`src/mjs_consts.vh`:
```
// constants for the memory reference and jump phase sequencer
`ifndef MJS_CONSTS_VH
`define MJS_CONSTS_VH

// machine timing
`define MJS_CLK_KHZ       10000
`define MJS_PHASE_NS      2000
`define MJS_PHASE_CYC     ((`MJS_PHASE_NS * `MJS_CLK_KHZ) / 1000000)
`define MJS_NUM_TP        16'h0008
`define MJS_CYC_MID_T2    ((5 * `MJS_PHASE_CYC) / 16)
`define MJS_CYC_LATE_T2   (`MJS_CYC_MID_T2 + 1)

// time period numbers
`define MJS_TP0           3'h0
`define MJS_TP1           3'h1
`define MJS_TP2           3'h2
`define MJS_TP5           3'h5
`define MJS_TP6           3'h6
`define MJS_TP7           3'h7

// instruction word fields
`define MJS_OPC_LSB       10
`define MJS_OPC_MSB       15
`define MJS_ADDR_MSB      9
`define MJS_IND_BIT       15
`define MJS_JUMP_CODE     4'h5

// function selections
`define MJS_FN_NONE       3'h0
`define MJS_FN_ADD        3'h1
`define MJS_FN_PASS_S     3'h7

// register byte offsets
`define MJS_REG_CTRL      8'h00
`define MJS_REG_STATUS    8'h04
`define MJS_REG_PC        8'h08
`define MJS_REG_MAR       8'h0C
`define MJS_REG_HOLDER    8'h10

// field positions
`define MJS_CTRL_RUN      0
`define MJS_ST_FETCH      0
`define MJS_ST_IND        1
`define MJS_ST_EXEC       2
`define MJS_ST_TP_LSB     4
`define MJS_ST_OPC_LSB    8

// reset values
`define MJS_RST_CTRL      32'h0000_0000
`define MJS_RST_WORD      16'h0000
`define MJS_RST_OPC       6'h00
`define MJS_RST_RUN       1'b0

`endif

```
`src/mjs_sequencer.v`:
```
// fetch, indirect and jump phase sequencer with an ahb-lite register port
//
// Notes on behaviour
// RL1: clear memory word holder in fetch T0
// RL2: memory read ors into holder until mid T2
// RL3: clear opcode register in fetch T1
// RL4: mid T2 copies holder bits 10-15 to opcode
// RL5: late T2 sets read, store, function selects
// RL6: holder bits 0-9 are in-page operand address
// RL7: page-zero jump clears whole pc in T5
// RL8: page zero clears mar bits 10-15 in T6/T7
// RL9: current page keeps upper pc and mar bits
// RL10: T6/T7 test holder bit 15 for indirect
// RL11: direct jump loads bits 0-9 to pc, mar
// RL12: direct jump keeps fetch flag set
// RL13: indirect jump loads mar only, pc untouched; a page-zero indirect jump still has pc cleared in T5
// RL14: indirect jump sets indirect flag at T7
// RL15: indirect phase clears holder, keeps opcode
// RL16: unconditional branch never enters execute phase
// RL17: non-jump fetch and indirect actions are common
// RL18: eight periods repeat every 2.0 us
// RL19: indirect jump retests bit 15, loops or finishes
// RL20: non-jump fetch loads mar, picks next phase
//
// The AHB-Lite interface to the registers and the register offsets were decided locally.
`include "mjs_consts.vh"

module mjs_sequencer #(
  parameter PHASE_CYC = `MJS_PHASE_CYC
) (
  // clock, reset, enable
  input  wire        clk_sys,
  input  wire        rst_b,
  input  wire        clk_en,
  // ahb-lite slave
  input  wire        hsel,
  input  wire [31:0] haddr,
  input  wire [1:0]  htrans,
  input  wire        hwrite,
  input  wire [2:0]  hsize,
  input  wire [31:0] hwdata,
  input  wire        hready,
  output reg  [31:0] hrdata,
  output reg         hreadyout,
  output reg         hresp,
  // core memory
  output reg  [15:0] mem_addr,
  output reg         mem_rd,
  output reg         mem_wr,
  output reg  [15:0] mem_wdata,
  input  wire [15:0] mem_rdata,
  // sequencer state
  output reg  [15:0] program_counter,
  output reg  [5:0]  opcode_register,
  output reg  [2:0]  time_period,
  output reg         fetch_phase_flag,
  output reg         indirect_phase_flag,
  output reg         execute_phase_flag,
  output reg         sel_read,
  output reg         sel_store,
  output reg  [2:0]  sel_func
);

  // phase length at the width the period arithmetic uses
  localparam [15:0] PHASE_LEN = PHASE_CYC[15:0];

  // time period of a cycle within the phase
  function [2:0] tp_of;
    input [7:0] cyc;
    reg   [15:0] prod;
    reg   [15:0] quot;
    begin
      prod  = {8'h00, cyc} * `MJS_NUM_TP;
      quot  = prod / PHASE_LEN;
      tp_of = quot[2:0];
    end
  endfunction

  reg  [7:0]  cyc_cnt;
  reg  [15:0] memory_word_holder;
  reg  [15:0] mar;
  reg         run;
  reg         bus_wr_pend;
  reg  [7:0]  bus_addr;
  wire [7:0]  next_cyc;
  wire        is_jump;
  wire        is_memref;
  wire        page_zero;
  wire        ind_bit;
  wire        at_t0;
  wire        at_t1;
  wire        at_t5;
  wire        at_t6;
  wire        at_end;
  wire        in_read;
  wire [15:0] pc_inc;
  wire [15:0] ind_word;
  wire [31:0] status_word;
  wire        bus_take;

  assign next_cyc  = (cyc_cnt == PHASE_CYC - 1) ? 8'h00 : cyc_cnt + 8'h01;
  assign is_jump   = (opcode_register[4:1] == `MJS_JUMP_CODE);
  assign is_memref = (opcode_register[4:1] != 4'h0);
  assign page_zero = ~opcode_register[0];
  assign ind_bit   = memory_word_holder[`MJS_IND_BIT];
  assign at_t0     = (cyc_cnt == 8'h00);
  assign at_t1     = (tp_of(cyc_cnt) == `MJS_TP1) && (tp_of(cyc_cnt - 8'h01) == `MJS_TP0);
  assign at_t5     = (tp_of(cyc_cnt) == `MJS_TP5) && (tp_of(cyc_cnt - 8'h01) != `MJS_TP5);
  assign at_t6     = (tp_of(cyc_cnt) == `MJS_TP6) && (tp_of(cyc_cnt - 8'h01) != `MJS_TP6);
  assign at_end    = (cyc_cnt == PHASE_CYC - 1);
  assign in_read   = (cyc_cnt <= `MJS_CYC_MID_T2);
  assign pc_inc    = program_counter + 16'h0001;
  assign ind_word  = {1'b0, memory_word_holder[14:0]};
  assign bus_take  = hsel && hready && htrans[1];
  assign status_word = {16'h0000, 2'b00, opcode_register, 1'b0, time_period,
                        1'b0, execute_phase_flag, indirect_phase_flag, fetch_phase_flag};

  // ahb-lite slave: registered zero-wait answers, always okay
  always @(posedge clk_sys or negedge rst_b)
  begin
    if (!rst_b)
    begin
      hrdata      <= 32'h0000_0000;
      hreadyout   <= 1'b1;
      hresp       <= 1'b0;
      bus_wr_pend <= 1'b0;
      bus_addr    <= 8'h00;
    end
    else if (clk_en)
    begin
      hreadyout   <= 1'b1;
      hresp       <= 1'b0;
      bus_wr_pend <= bus_take && hwrite;
      if (bus_take)
        bus_addr <= haddr[7:0];
      if (bus_take && !hwrite)
      begin
        case (haddr[7:0])
          `MJS_REG_CTRL:   hrdata <= {31'h0000_0000, run};
          `MJS_REG_STATUS: hrdata <= status_word;
          `MJS_REG_PC:     hrdata <= {16'h0000, program_counter};
          `MJS_REG_MAR:    hrdata <= {16'h0000, mar};
          `MJS_REG_HOLDER: hrdata <= {16'h0000, memory_word_holder};
          default:         hrdata <= 32'h0000_0000;
        endcase
      end
    end
  end

  // run control bit
  always @(posedge clk_sys or negedge rst_b)
  begin
    if (!rst_b)
      run <= `MJS_RST_RUN;
    else if (clk_en && bus_wr_pend && bus_addr == `MJS_REG_CTRL)
      run <= hwdata[`MJS_CTRL_RUN];
  end

  // machine cycle counter, eight periods per phase
  always @(posedge clk_sys or negedge rst_b)
  begin
    if (!rst_b)
    begin
      cyc_cnt     <= 8'h00;
      time_period <= `MJS_TP0;
    end
    else if (clk_en && run)
    begin
      cyc_cnt     <= next_cyc;        // RL18
      time_period <= tp_of(next_cyc); // RL18
    end
  end

  // memory cycle: read half then restoring write half
  always @(posedge clk_sys or negedge rst_b)
  begin
    if (!rst_b)
    begin
      mem_rd    <= 1'b0;
      mem_wr    <= 1'b0;
      mem_addr  <= `MJS_RST_WORD;
      mem_wdata <= `MJS_RST_WORD;
    end
    else if (clk_en)
    begin
      mem_rd    <= run && (next_cyc != 8'h00) && (next_cyc <= `MJS_CYC_MID_T2); // RL2
      mem_wr    <= run && (next_cyc > `MJS_CYC_MID_T2) && (tp_of(next_cyc) < `MJS_TP6);
      mem_addr  <= mar;
      mem_wdata <= memory_word_holder;
    end
  end

  // memory word holder: cleared in T0, loaded by the read
  always @(posedge clk_sys or negedge rst_b)
  begin
    if (!rst_b)
      memory_word_holder <= `MJS_RST_WORD;
    else if (clk_en && run)
    begin
      if (at_t0)
        memory_word_holder <= `MJS_RST_WORD;                     // RL1 RL15
      else if (mem_rd && in_read)
        memory_word_holder <= memory_word_holder | mem_rdata;    // RL2
    end
  end

  // opcode register: cleared in T1 and loaded mid T2 in fetch only
  always @(posedge clk_sys or negedge rst_b)
  begin
    if (!rst_b)
      opcode_register <= `MJS_RST_OPC;
    else if (clk_en && run && fetch_phase_flag)
    begin
      if (at_t1)
        opcode_register <= `MJS_RST_OPC;                         // RL3 RL15
      else if (cyc_cnt == `MJS_CYC_MID_T2)
        opcode_register <= memory_word_holder[`MJS_OPC_MSB:`MJS_OPC_LSB]; // RL4
    end
  end

  // function selections set up late in T2
  always @(posedge clk_sys or negedge rst_b)
  begin
    if (!rst_b)
    begin
      sel_read  <= 1'b0;
      sel_store <= 1'b0;
      sel_func  <= `MJS_FN_NONE;
    end
    else if (clk_en && run && fetch_phase_flag && cyc_cnt == `MJS_CYC_LATE_T2)
    begin
      sel_read  <= is_memref;                                    // RL5
      sel_store <= is_memref;                                    // RL5
      sel_func  <= is_jump ? `MJS_FN_NONE :
                   (is_memref ? `MJS_FN_ADD : `MJS_FN_PASS_S);   // RL5
    end
  end

  // program counter, address register and phase flags
  always @(posedge clk_sys or negedge rst_b)
  begin
    if (!rst_b)
    begin
      program_counter     <= `MJS_RST_WORD;
      mar                 <= `MJS_RST_WORD;
      fetch_phase_flag    <= 1'b1;
      indirect_phase_flag <= 1'b0;
      execute_phase_flag  <= 1'b0;
    end
    else if (clk_en && !run && bus_wr_pend)
    begin
      if (bus_addr == `MJS_REG_PC)
        program_counter <= hwdata[15:0];
      if (bus_addr == `MJS_REG_MAR)
        mar <= hwdata[15:0];
    end
    else if (clk_en && run && fetch_phase_flag)
    begin
      if (at_t5 && is_jump && page_zero)
        program_counter <= `MJS_RST_WORD;                        // RL7
      if (at_t6 && is_memref && page_zero)
        mar[`MJS_OPC_MSB:`MJS_OPC_LSB] <= `MJS_RST_OPC;          // RL8 RL9
      if (at_end && is_jump && !ind_bit)                         // RL10 RL12
      begin
        program_counter[`MJS_ADDR_MSB:0] <= memory_word_holder[`MJS_ADDR_MSB:0]; // RL11 RL6
        mar[`MJS_ADDR_MSB:0]             <= memory_word_holder[`MJS_ADDR_MSB:0]; // RL11 RL9
      end
      else if (at_end && is_memref)
      begin
        mar[`MJS_ADDR_MSB:0] <= memory_word_holder[`MJS_ADDR_MSB:0]; // RL13 RL20 RL6
        fetch_phase_flag     <= 1'b0;
        indirect_phase_flag  <= ind_bit;                         // RL14 RL17
        execute_phase_flag   <= !ind_bit;                        // RL20 RL16
      end
      else if (at_end)
      begin
        program_counter <= pc_inc;
        mar             <= pc_inc;
      end
    end
    else if (clk_en && run && indirect_phase_flag && at_end)
    begin
      mar <= ind_word;                                           // RL19 RL17
      if (!ind_bit && is_jump)
      begin
        program_counter     <= ind_word;                         // RL19
        fetch_phase_flag    <= 1'b1;                             // RL19 RL16
        indirect_phase_flag <= 1'b0;
      end
      else if (!ind_bit)
      begin
        execute_phase_flag  <= 1'b1;                             // RL17
        indirect_phase_flag <= 1'b0;
      end
    end
    else if (clk_en && run && execute_phase_flag && at_end)
    begin
      program_counter    <= pc_inc;
      mar                <= pc_inc;
      fetch_phase_flag   <= 1'b1;
      execute_phase_flag <= 1'b0;
    end
  end

endmodule // mjs_sequencer

```
`config.mk`:
```
export PLATFORM = sky130hd
export DESIGN_NAME = mjs_sequencer
export DESIGN_NICKNAME = d
export VERILOG_FILES = /design/src/mjs_sequencer.v
export VERILOG_INCLUDE_DIRS = /design/src /design/src/src
export SDC_FILE = /design/constraint.sdc
export NUM_CORES = 1
export LEC_CHECK = 0
export ABC_AREA = 1
export ABC_CLOCK_PERIOD_IN_PS = 6450
export BUFFER_PORTS_ARGS = -buffer_cell sky130_fd_sc_hd__buf_2
export CAP_MARGIN = 20
export CORE_ASPECT_RATIO = 1.75
export CORE_UTILIZATION = 50
export DETAILED_ROUTE_END_ITERATION = 16
export PLACE_DENSITY = 0.79
export SLEW_MARGIN = 20
export SYNTH_ARGS = -nofsm -noshare
export SYNTH_HDL_FRONTEND = slang
export SYNTH_SLANG_ARGS = --single-unit
```
`constraint.sdc`:
```
create_clock -name clk_sys -period 6.45 [get_ports clk_sys]
set_clock_uncertainty 0.15 [all_clocks]
set_input_delay 0.9675 -clock clk_sys [delete_from_list [all_inputs] [get_ports clk_sys]]
set_output_delay 0.9675 -clock clk_sys [all_outputs]
set_load 0.01 [all_outputs]
```
# Yosys cells after proc, flatten, opt, wreduce, memory -nomap -nowiden
# Index checks and enable logic that the tools add are counted.
[word_totals] reg_bits=148 inputBits=91
[op_classes] muxes=48 addsub=3 magnitude_cmp=4 n_eq_ne=25 div=3 reduce_logical=55 bitwise_logic=3
[ops] operator="$mux W16" n=16
[ops] operator="$pmux W16 S5" n=1
[ops] operator="$div A11 B5 Y16 const B" n=3
[ops] operator="$mux W6" n=6
[ops] operator="$eq A8 B4 Y1 const B" n=4
[ops] operator="$logic_and A1 B1 Y1" n=31
[ops] operator="$mux W10" n=3
[ops] operator="$eq A8 B3 Y1 const B" n=3
[ops] operator="$logic_not A8 Y1" n=3
[ops] operator="$mux W1" n=19
[ops] operator="$add A16 B1 Y16 const B" n=1
[ops] operator="$eq A8 B5 Y1 const B" n=2
[ops] operator="$le A8 B3 Y1 const B" n=2
[ops] operator="$or A16 B16 Y16" n=1
[ops] operator="$ne A3 B3 Y1 const B" n=4
[ops] operator="$reduce_and A2 Y1" n=5
[ops] operator="$reduce_and A5 Y1" n=2
[ops] operator="$add A8 B1 Y8 const B" n=1
[ops] operator="$gt A8 B3 Y1 const B" n=1
[ops] operator="$mux W8" n=1
[ops] operator="$reduce_bool A4 Y1" n=2
[ops] operator="$reduce_bool A8 Y1" n=1
[ops] operator="$sub A8 B1 Y8 const B" n=1
[ops] operator="$eq A3 B3 Y1 const B" n=2
[ops] operator="other kinds (17)" n=26

# Longest topological paths before layout
[logic_depth] ltp_word=12 mapped_depth=47 ltp_nobuf=47

# Worst setup path after synthesis
# Ideal clock, no wire load.
[synth_timing] path_kind="flip-flop to flip-flop" start="register cyc_cnt[1]" end="register program_counter[10]" path_stages_with_launch=44 path_buffers=0 path_slack_ps=1639 arrival_ps=4542 setup_time_ps=119 period_less_slack_ps=4811 path_cell_list="dfrtp_1 > inv_1 > ha_1 > inv_1 > nor2_1 > nand2_1 > xor2_1 > inv_1 > nand2_1 > nand2_1 > nor2_1 > nand2_1 > nand2_2 > nand2_2 > nand3_1 > nand3_1 > nand2_1 > nand3_1 > [8 not listed] > nand2_1 > inv_1 > ha_1 > inv_1 > nand3_1 > nand2_1 > nand3_2 > nand2_1 > nand2_1 > nor2_1 > nand2_1 > nand3_1 > nand3_2 > nand2_2 > o21ai_0 > nand2_1 > nand3_1 > o21a_1"
[synth_via] elab_chain_len=12 elab_cells_between_ends=24
[synth_rtl] element="from (decl)" line_no="mjs_sequencer.v:79" source="reg [7:0] cyc_cnt;"
[synth_rtl] element="from (signal assigned)" line_no="mjs_sequencer.v:169" source="cyc_cnt <= next_cyc;"
[synth_rtl] element="$sub A8 B1 Y8" line_no="mjs_sequencer.v:108" source="assign at_t5 = (tp_of(cyc_cnt) == `MJS_TP5) && (tp_of(cyc_cnt - 8'h01) != `MJS_TP5);"
[synth_rtl] element="$div A11 B5 Y16" line_no="mjs_sequencer.v:74" source="quot = prod / PHASE_LEN;"
[synth_rtl] element="$ne A3 B3 Y1 (no line)"
[synth_rtl] element="$logic_and A1 B1 Y1" line_no="mjs_sequencer.v:108"
[synth_rtl] element="$logic_and A1 B1 Y1 (2 in a row)" line_no="mjs_sequencer.v:259" source="if (at_t5 && is_jump && page_zero)"
[synth_rtl] element="$mux W16" line_no="mjs_sequencer.v:259"
[synth_rtl] element="$mux W16" line_no="mjs_sequencer.v:275" source="else if (at_end)"
[synth_rtl] element="$mux W16" line_no="mjs_sequencer.v:268" source="else if (at_end && is_memref)"
[synth_rtl] element="$mux W6" line_no="mjs_sequencer.v:263" source="if (at_end && is_jump && !ind_bit)"
[synth_rtl] element="$mux W16" line_no="mjs_sequencer.v:257" source="else if (clk_en && run && fetch_phase_flag)"
[synth_rtl] element="$mux W16" line_no="mjs_sequencer.v:250" source="else if (clk_en && !run && bus_wr_pend)"
[synth_rtl] element="to (signal assigned)" line_no="mjs_sequencer.v:253" source="program_counter <= hwdata[15:0];"
[synth_rtl] element="to (signal assigned)" line_no="mjs_sequencer.v:260" source="program_counter <= `MJS_RST_WORD;"
[synth_rtl] element="to (signal, indexed assignment)" line_no="mjs_sequencer.v:265" source="program_counter[`MJS_ADDR_MSB:0] <= memory_word_holder[`MJS_ADDR_MSB:0];"
[synth_rtl] element="to (decl)" line_no="mjs_sequencer.v:53" source="output reg [15:0] program_counter,"
# Parallel ways exist; a longest one is shown, timed or not.
# A chain may end at the register's enable or synchronous reset.

# Final worst setup path
[layout_timing] start="register cyc_cnt[1]" end="register program_counter[13]"
# The elaborated chain is that of the path after synthesis.

==> qor.txt <==
CLOCKING
----------------------------------------------------------------------------------------------------
Post-CTS setup buffers ................................................................            0
Buffer depth of the longest clock path ................................................            2
H-Tree Level Count ....................................................................            4
Hold buffers post-CTS .................................................................            0
Worst-Skew Late Latency ...............................................................      0.43 ns
Num CTS Buffers .......................................................................           17
Root Buffer Master .................................................................... sky130_fd_sc_hd__clkbuf_16
Post-cts repair resize count ..........................................................            0
Clk sinks .............................................................................          131
CTS tree ..............................................................................          yes
Clock-pin slew reported for the worst setup and hold paths after clock tree synthesis .      0.06 ns

DIE
----------------------------------------------------------------------------------------------------
Die width .............................................................................       110 um
Starting utilization of the core area .................................................        0.511
Chip Height ...........................................................................       190 um
Core Rows .............................................................................           68
CORE AREA .............................................................................  19800 sq um
Number of top-level design ports ......................................................          192
Floorplan die area ....................................................................  20900 sq um

WORST SETUP PATH
----------------------------------------------------------------------------------------------------
Critical path class ................................................................... flip-flop to flip-flop
Kind of end point of the critical path ................................................    flip-flop
Cell family contributing the most delay on the critical path .......................... simple AND/OR/NAND/NOR gates
Cell repeated most along the worst path ............................................... sky130_fd_sc_hd__nand2_1
Worst path arrival time ...............................................................      5.96 ns
Required time reported for the critical path endpoint .................................      6.62 ns
Combined buffer and inverter count along the critical path ............................            6
Launching instance or port of the critical path ....................................... cyc_cnt[1]$_DFFE_PN0P_
Biggest fanout along the worst timing path ............................................            9
Crit start category ...................................................................    flip-flop
Delay of the slowest cell on the worst path ...........................................      0.48 ns
Reg-to-reg startpoint ................................................................. cyc_cnt[1]$_DFFE_PN0P_
Cell at the slowest stage of the critical path ........................................ sky130_fd_sc_hd__dfrtp_2

DETAILED ROUTING
----------------------------------------------------------------------------------------------------
Routed via count divided by cell count ................................................         5.58
TritonRoute pass-1 iters ..............................................................            6
Starting DRT DRC Count ................................................................          745
Post-detailed-route DRC marker count ..................................................            0
Number of antenna-violating nets in the routed design .................................            0
Count of vias placed by the detailed router ...........................................        10600
Routed length per placed instance .....................................................      15.8 um
Aggregate routed wire length ..........................................................      30.1 mm

YOSYS
----------------------------------------------------------------------------------------------------
Mean area per synthesized cell ........................................................   6.63 sq um
Fraction of the mapped netlist area in compound gates .................................        0.158
Count of state elements after synthesis ...............................................          131
Main combinational cell family by area after synthesis ................................ simple AND/OR/NAND/NOR gates
Number of instances in the synthesized netlist ........................................         1528
Commonest register cell after synthesis ............................................... sky130_fd_sc_hd__dfrtp_1
Ranking of synthesized cells by area .................................................. sky130_fd_sc_hd__dfrtp_1, sky130_fd_sc_hd__nand2_1, sky130_fd_sc_hd__nand3_1, sky130_fd_sc_hd__inv_1, sky130_fd_sc_hd__o21ai_0
Simple logic cell fraction of the synthesized area ....................................        0.373
Cell area after synthesis .............................................................  10100 sq um
EDFF count, synth .....................................................................            0
Proportion of register bits with asynchronous set or reset after synthesis ............         1.00
Area leader, netlist .................................................................. sky130_fd_sc_hd__dfrtp_1
Post-Synth Adder-Cell Area ............................................................       0.0161
Area share of the largest cell type after synthesis ...................................        0.321
Total number of yosys warnings ........................................................            0
XOR/XNOR Fraction of Synth Area .......................................................       0.0216
Post-synthesis sequential area ratio ..................................................        0.324
Synth unique cells ....................................................................           59
Multiplexer share of the synthesized area .............................................            0

PLACEMENT
----------------------------------------------------------------------------------------------------
Final weighted congestion in routability-driven placement .............................        0.936
Number of I/O port buffers ............................................................          129
HPWL Detailed .........................................................................      23.4 mm

STA
----------------------------------------------------------------------------------------------------
Worst slew margin relative to its limit ...............................................        0.315
Shortest clock period the worst path allows after layout ..............................      5.79 ns
Max Freq ..............................................................................    0.173 GHz
Period utilization ....................................................................        0.898
Total negative slack for setup checks .................................................         0 ns
Final number of setup-violating endpoints .............................................            0
Max Transition Viols Final ............................................................            0
Setup repair after global routing missed its margin ...................................           no
Fin. Hold Viols .......................................................................            0
Slew of the pin with the lowest slew margin ...........................................      1.03 ns

CELLS AND AREA
----------------------------------------------------------------------------------------------------
Antenna cells .........................................................................            0
Combined area of the multi-input logic cells ..........................................   5860 sq um
Layout overhead on the synthesized area ...............................................        14.1%
# fillers .............................................................................         1927
Final net count .......................................................................         1750
Layout cells sized above 1 ............................................................        0.176
FF/Latch Area .........................................................................   3280 sq um

STATUS
----------------------------------------------------------------------------------------------------
Outcome ............................................................................... complete, no violations

HOLD PATH
----------------------------------------------------------------------------------------------------
Hold Crit Class ....................................................................... flip-flop to flip-flop
Worst hold start ...................................................................... mem_addr[7]$_DFFE_PN0P_

GLOBAL ROUTING
----------------------------------------------------------------------------------------------------
Maximum number of pins on one net before global-route repair ..........................           91
Total global routing track utilization ................................................        0.298
Number of antenna violations at the first check in global routing .....................            0
Total congestion overflow after global routing ........................................            0
Global-route wire length before repair ................................................      48.5 mm
Via count of the first global-routing pass ............................................        10200

RUN
----------------------------------------------------------------------------------------------------
Number of max-capacitance violations reported .........................................            0

==> synth_stat cells (3+ instances only) <==
master	instances
sky130_fd_sc_hd__nand2_1	464
sky130_fd_sc_hd__inv_1	172
sky130_fd_sc_hd__dfrtp_1	130
sky130_fd_sc_hd__nand3_1	129
sky130_fd_sc_hd__o21ai_0	110
sky130_fd_sc_hd__nor2_1	90
sky130_fd_sc_hd__a21oi_1	59
sky130_fd_sc_hd__clkbuf_1	33
sky130_fd_sc_hd__nand2_2	31
sky130_fd_sc_hd__nand4_1	26
sky130_fd_sc_hd__buf_4	23
sky130_fd_sc_hd__xor2_1	22
sky130_fd_sc_hd__inv_2	21
sky130_fd_sc_hd__o22ai_1	19
sky130_fd_sc_hd__a22oi_1	18
sky130_fd_sc_hd__nor3_1	15
sky130_fd_sc_hd__o21ai_1	14
sky130_fd_sc_hd__ha_1	13
sky130_fd_sc_hd__nor2_2	12
sky130_fd_sc_hd__nand3_2	10
sky130_fd_sc_hd__nor4_1	10
sky130_fd_sc_hd__a31oi_1	9
sky130_fd_sc_hd__nand2_4	9
sky130_fd_sc_hd__a21boi_0	7
sky130_fd_sc_hd__o211ai_1	7
sky130_fd_sc_hd__nor2_4	6
sky130_fd_sc_hd__a221oi_1	5
sky130_fd_sc_hd__nand3b_1	5
sky130_fd_sc_hd__o21a_1	5
sky130_fd_sc_hd__clkinv_1	4
sky130_fd_sc_hd__o21bai_1	4
sky130_fd_sc_hd__o31ai_1	4
sky130_fd_sc_hd__buf_2	3
sky130_fd_sc_hd__nand3_4	3
sky130_fd_sc_hd__o21ai_2	3
sky130_fd_sc_hd__xnor2_1	3
==> sequential cells by signal, indices dropped and copies added (netlist names), 8 cells and up <==
register and flops:
bus_addr 8, cyc_cnt 8, hrdata 16, memory_word_holder 16
mem_wdata 16, mem_addr 16, mar 16, program_counter 16
==> area by class of cell <==
| cell class | count | share of cell area |
|---|---|---|
| multi-input combinational | 1153 | 0.507 |
| clock inverter | 14 | 0.0132 |
| inverter | 198 | 0.0645 |
| tap | 245 | 0.0265 |
| timing repair buffer | 145 | 0.0671 |
| clock buffer | 18 | 0.0380 |
| sequential | 131 | 0.284 |
==> kinds of logic after synthesis <==
kind of cell | Yosys count
AOI/OAI and AO/OA | 275
other | 2
and+or+nand+nor | 822
adders and majority gates | 13
DFF | 131
buffers and inverters | 260
xor gates and xnor gates | 25
==> routing by layer <==
metal  track usage  vias up  share of wire
met5             0        -              0
met4         0.182        0          0.056
met3        0.0403      101          0.048
met2         0.559      375           0.54
met1         0.302     4928           0.36
li1              -     5216              -
==> cells in the final DEF, fill, tap and decap left out, types with 5 or more instances in the layout <==
cell type	count
sky130_fd_sc_hd__a21oi_1	59
sky130_fd_sc_hd__buf_2	128
sky130_fd_sc_hd__inv_2	22
sky130_fd_sc_hd__a221oi_1	5
sky130_fd_sc_hd__nor3_1	14
sky130_fd_sc_hd__o21a_1	5
sky130_fd_sc_hd__buf_4	15
sky130_fd_sc_hd__nand2_4	9
sky130_fd_sc_hd__nand3b_1	5
sky130_fd_sc_hd__nor2_4	6
sky130_fd_sc_hd__nand2_1	464
sky130_fd_sc_hd__a31oi_1	9
sky130_fd_sc_hd__o21ai_1	13
sky130_fd_sc_hd__o22ai_1	19
sky130_fd_sc_hd__nand3_1	129
sky130_fd_sc_hd__dfrtp_1	129
sky130_fd_sc_hd__o21ai_0	110
sky130_fd_sc_hd__conb_1	18
sky130_fd_sc_hd__nand2_2	31
sky130_fd_sc_hd__nand3_2	10
sky130_fd_sc_hd__nor2_1	89
sky130_fd_sc_hd__o211ai_1	7
sky130_fd_sc_hd__xor2_1	21
sky130_fd_sc_hd__nor4_1	9
sky130_fd_sc_hd__nor2_2	13
sky130_fd_sc_hd__ha_1	13
sky130_fd_sc_hd__a21boi_0	7
sky130_fd_sc_hd__a22oi_1	18
sky130_fd_sc_hd__nand4_1	26
sky130_fd_sc_hd__clkbuf_16	17
sky130_fd_sc_hd__inv_1	171
==> tightest hold or removal path: stages (launching register included) <==
cell                      delay [ns]
sky130_fd_sc_hd__dfrtp_1        0.34
sky130_fd_sc_hd__nand2_1        0.05
sky130_fd_sc_hd__nand2_1        0.04
==> per-stage QoR <==
step	setup slack (ns)	cells	utilization	instance area (sq um)	hold WS (ns)
after floorplan	1.64	1544	-	10200	0.299
final	0.659	1904	0.583	11600	0.318
after detailed placement	0.532	1872	0.553	11000	0.304
after global routing	0.0162	1904	0.583	11600	0.346
after global placement	0.655	1871	0.552	10900	0.300
after CTS	0.506	1904	0.582	11500	0.319
==> path summary, 6_finish.rpt <==
| check | endpoint | slack (ns) | cells past startpoint |
|---|---|---|---|
| min reg2reg | mem_addr[7]$_DFFE_PN0P_ | 0.32 | 2 |
| min in group asynchronous | mem_addr[4]$_DFFE_PN0P_ | 0.43 | 1 |
| max reg2reg | program_counter[13]$_DFFE_PN0P_ | 0.66 | 43 |
| max | program_counter[13]$_DFFE_PN0P_ | 0.66 | 43 |
| max in group asynchronous | mar[11]$_DFFE_PN0P_ | 4.59 | 2 |
| min | mem_addr[7]$_DFFE_PN0P_ | 0.32 | 2 |
Power is left out: the tool's default activity adds up to more than one toggle a clock period on the data nets, which glitch-free logic cannot reach.
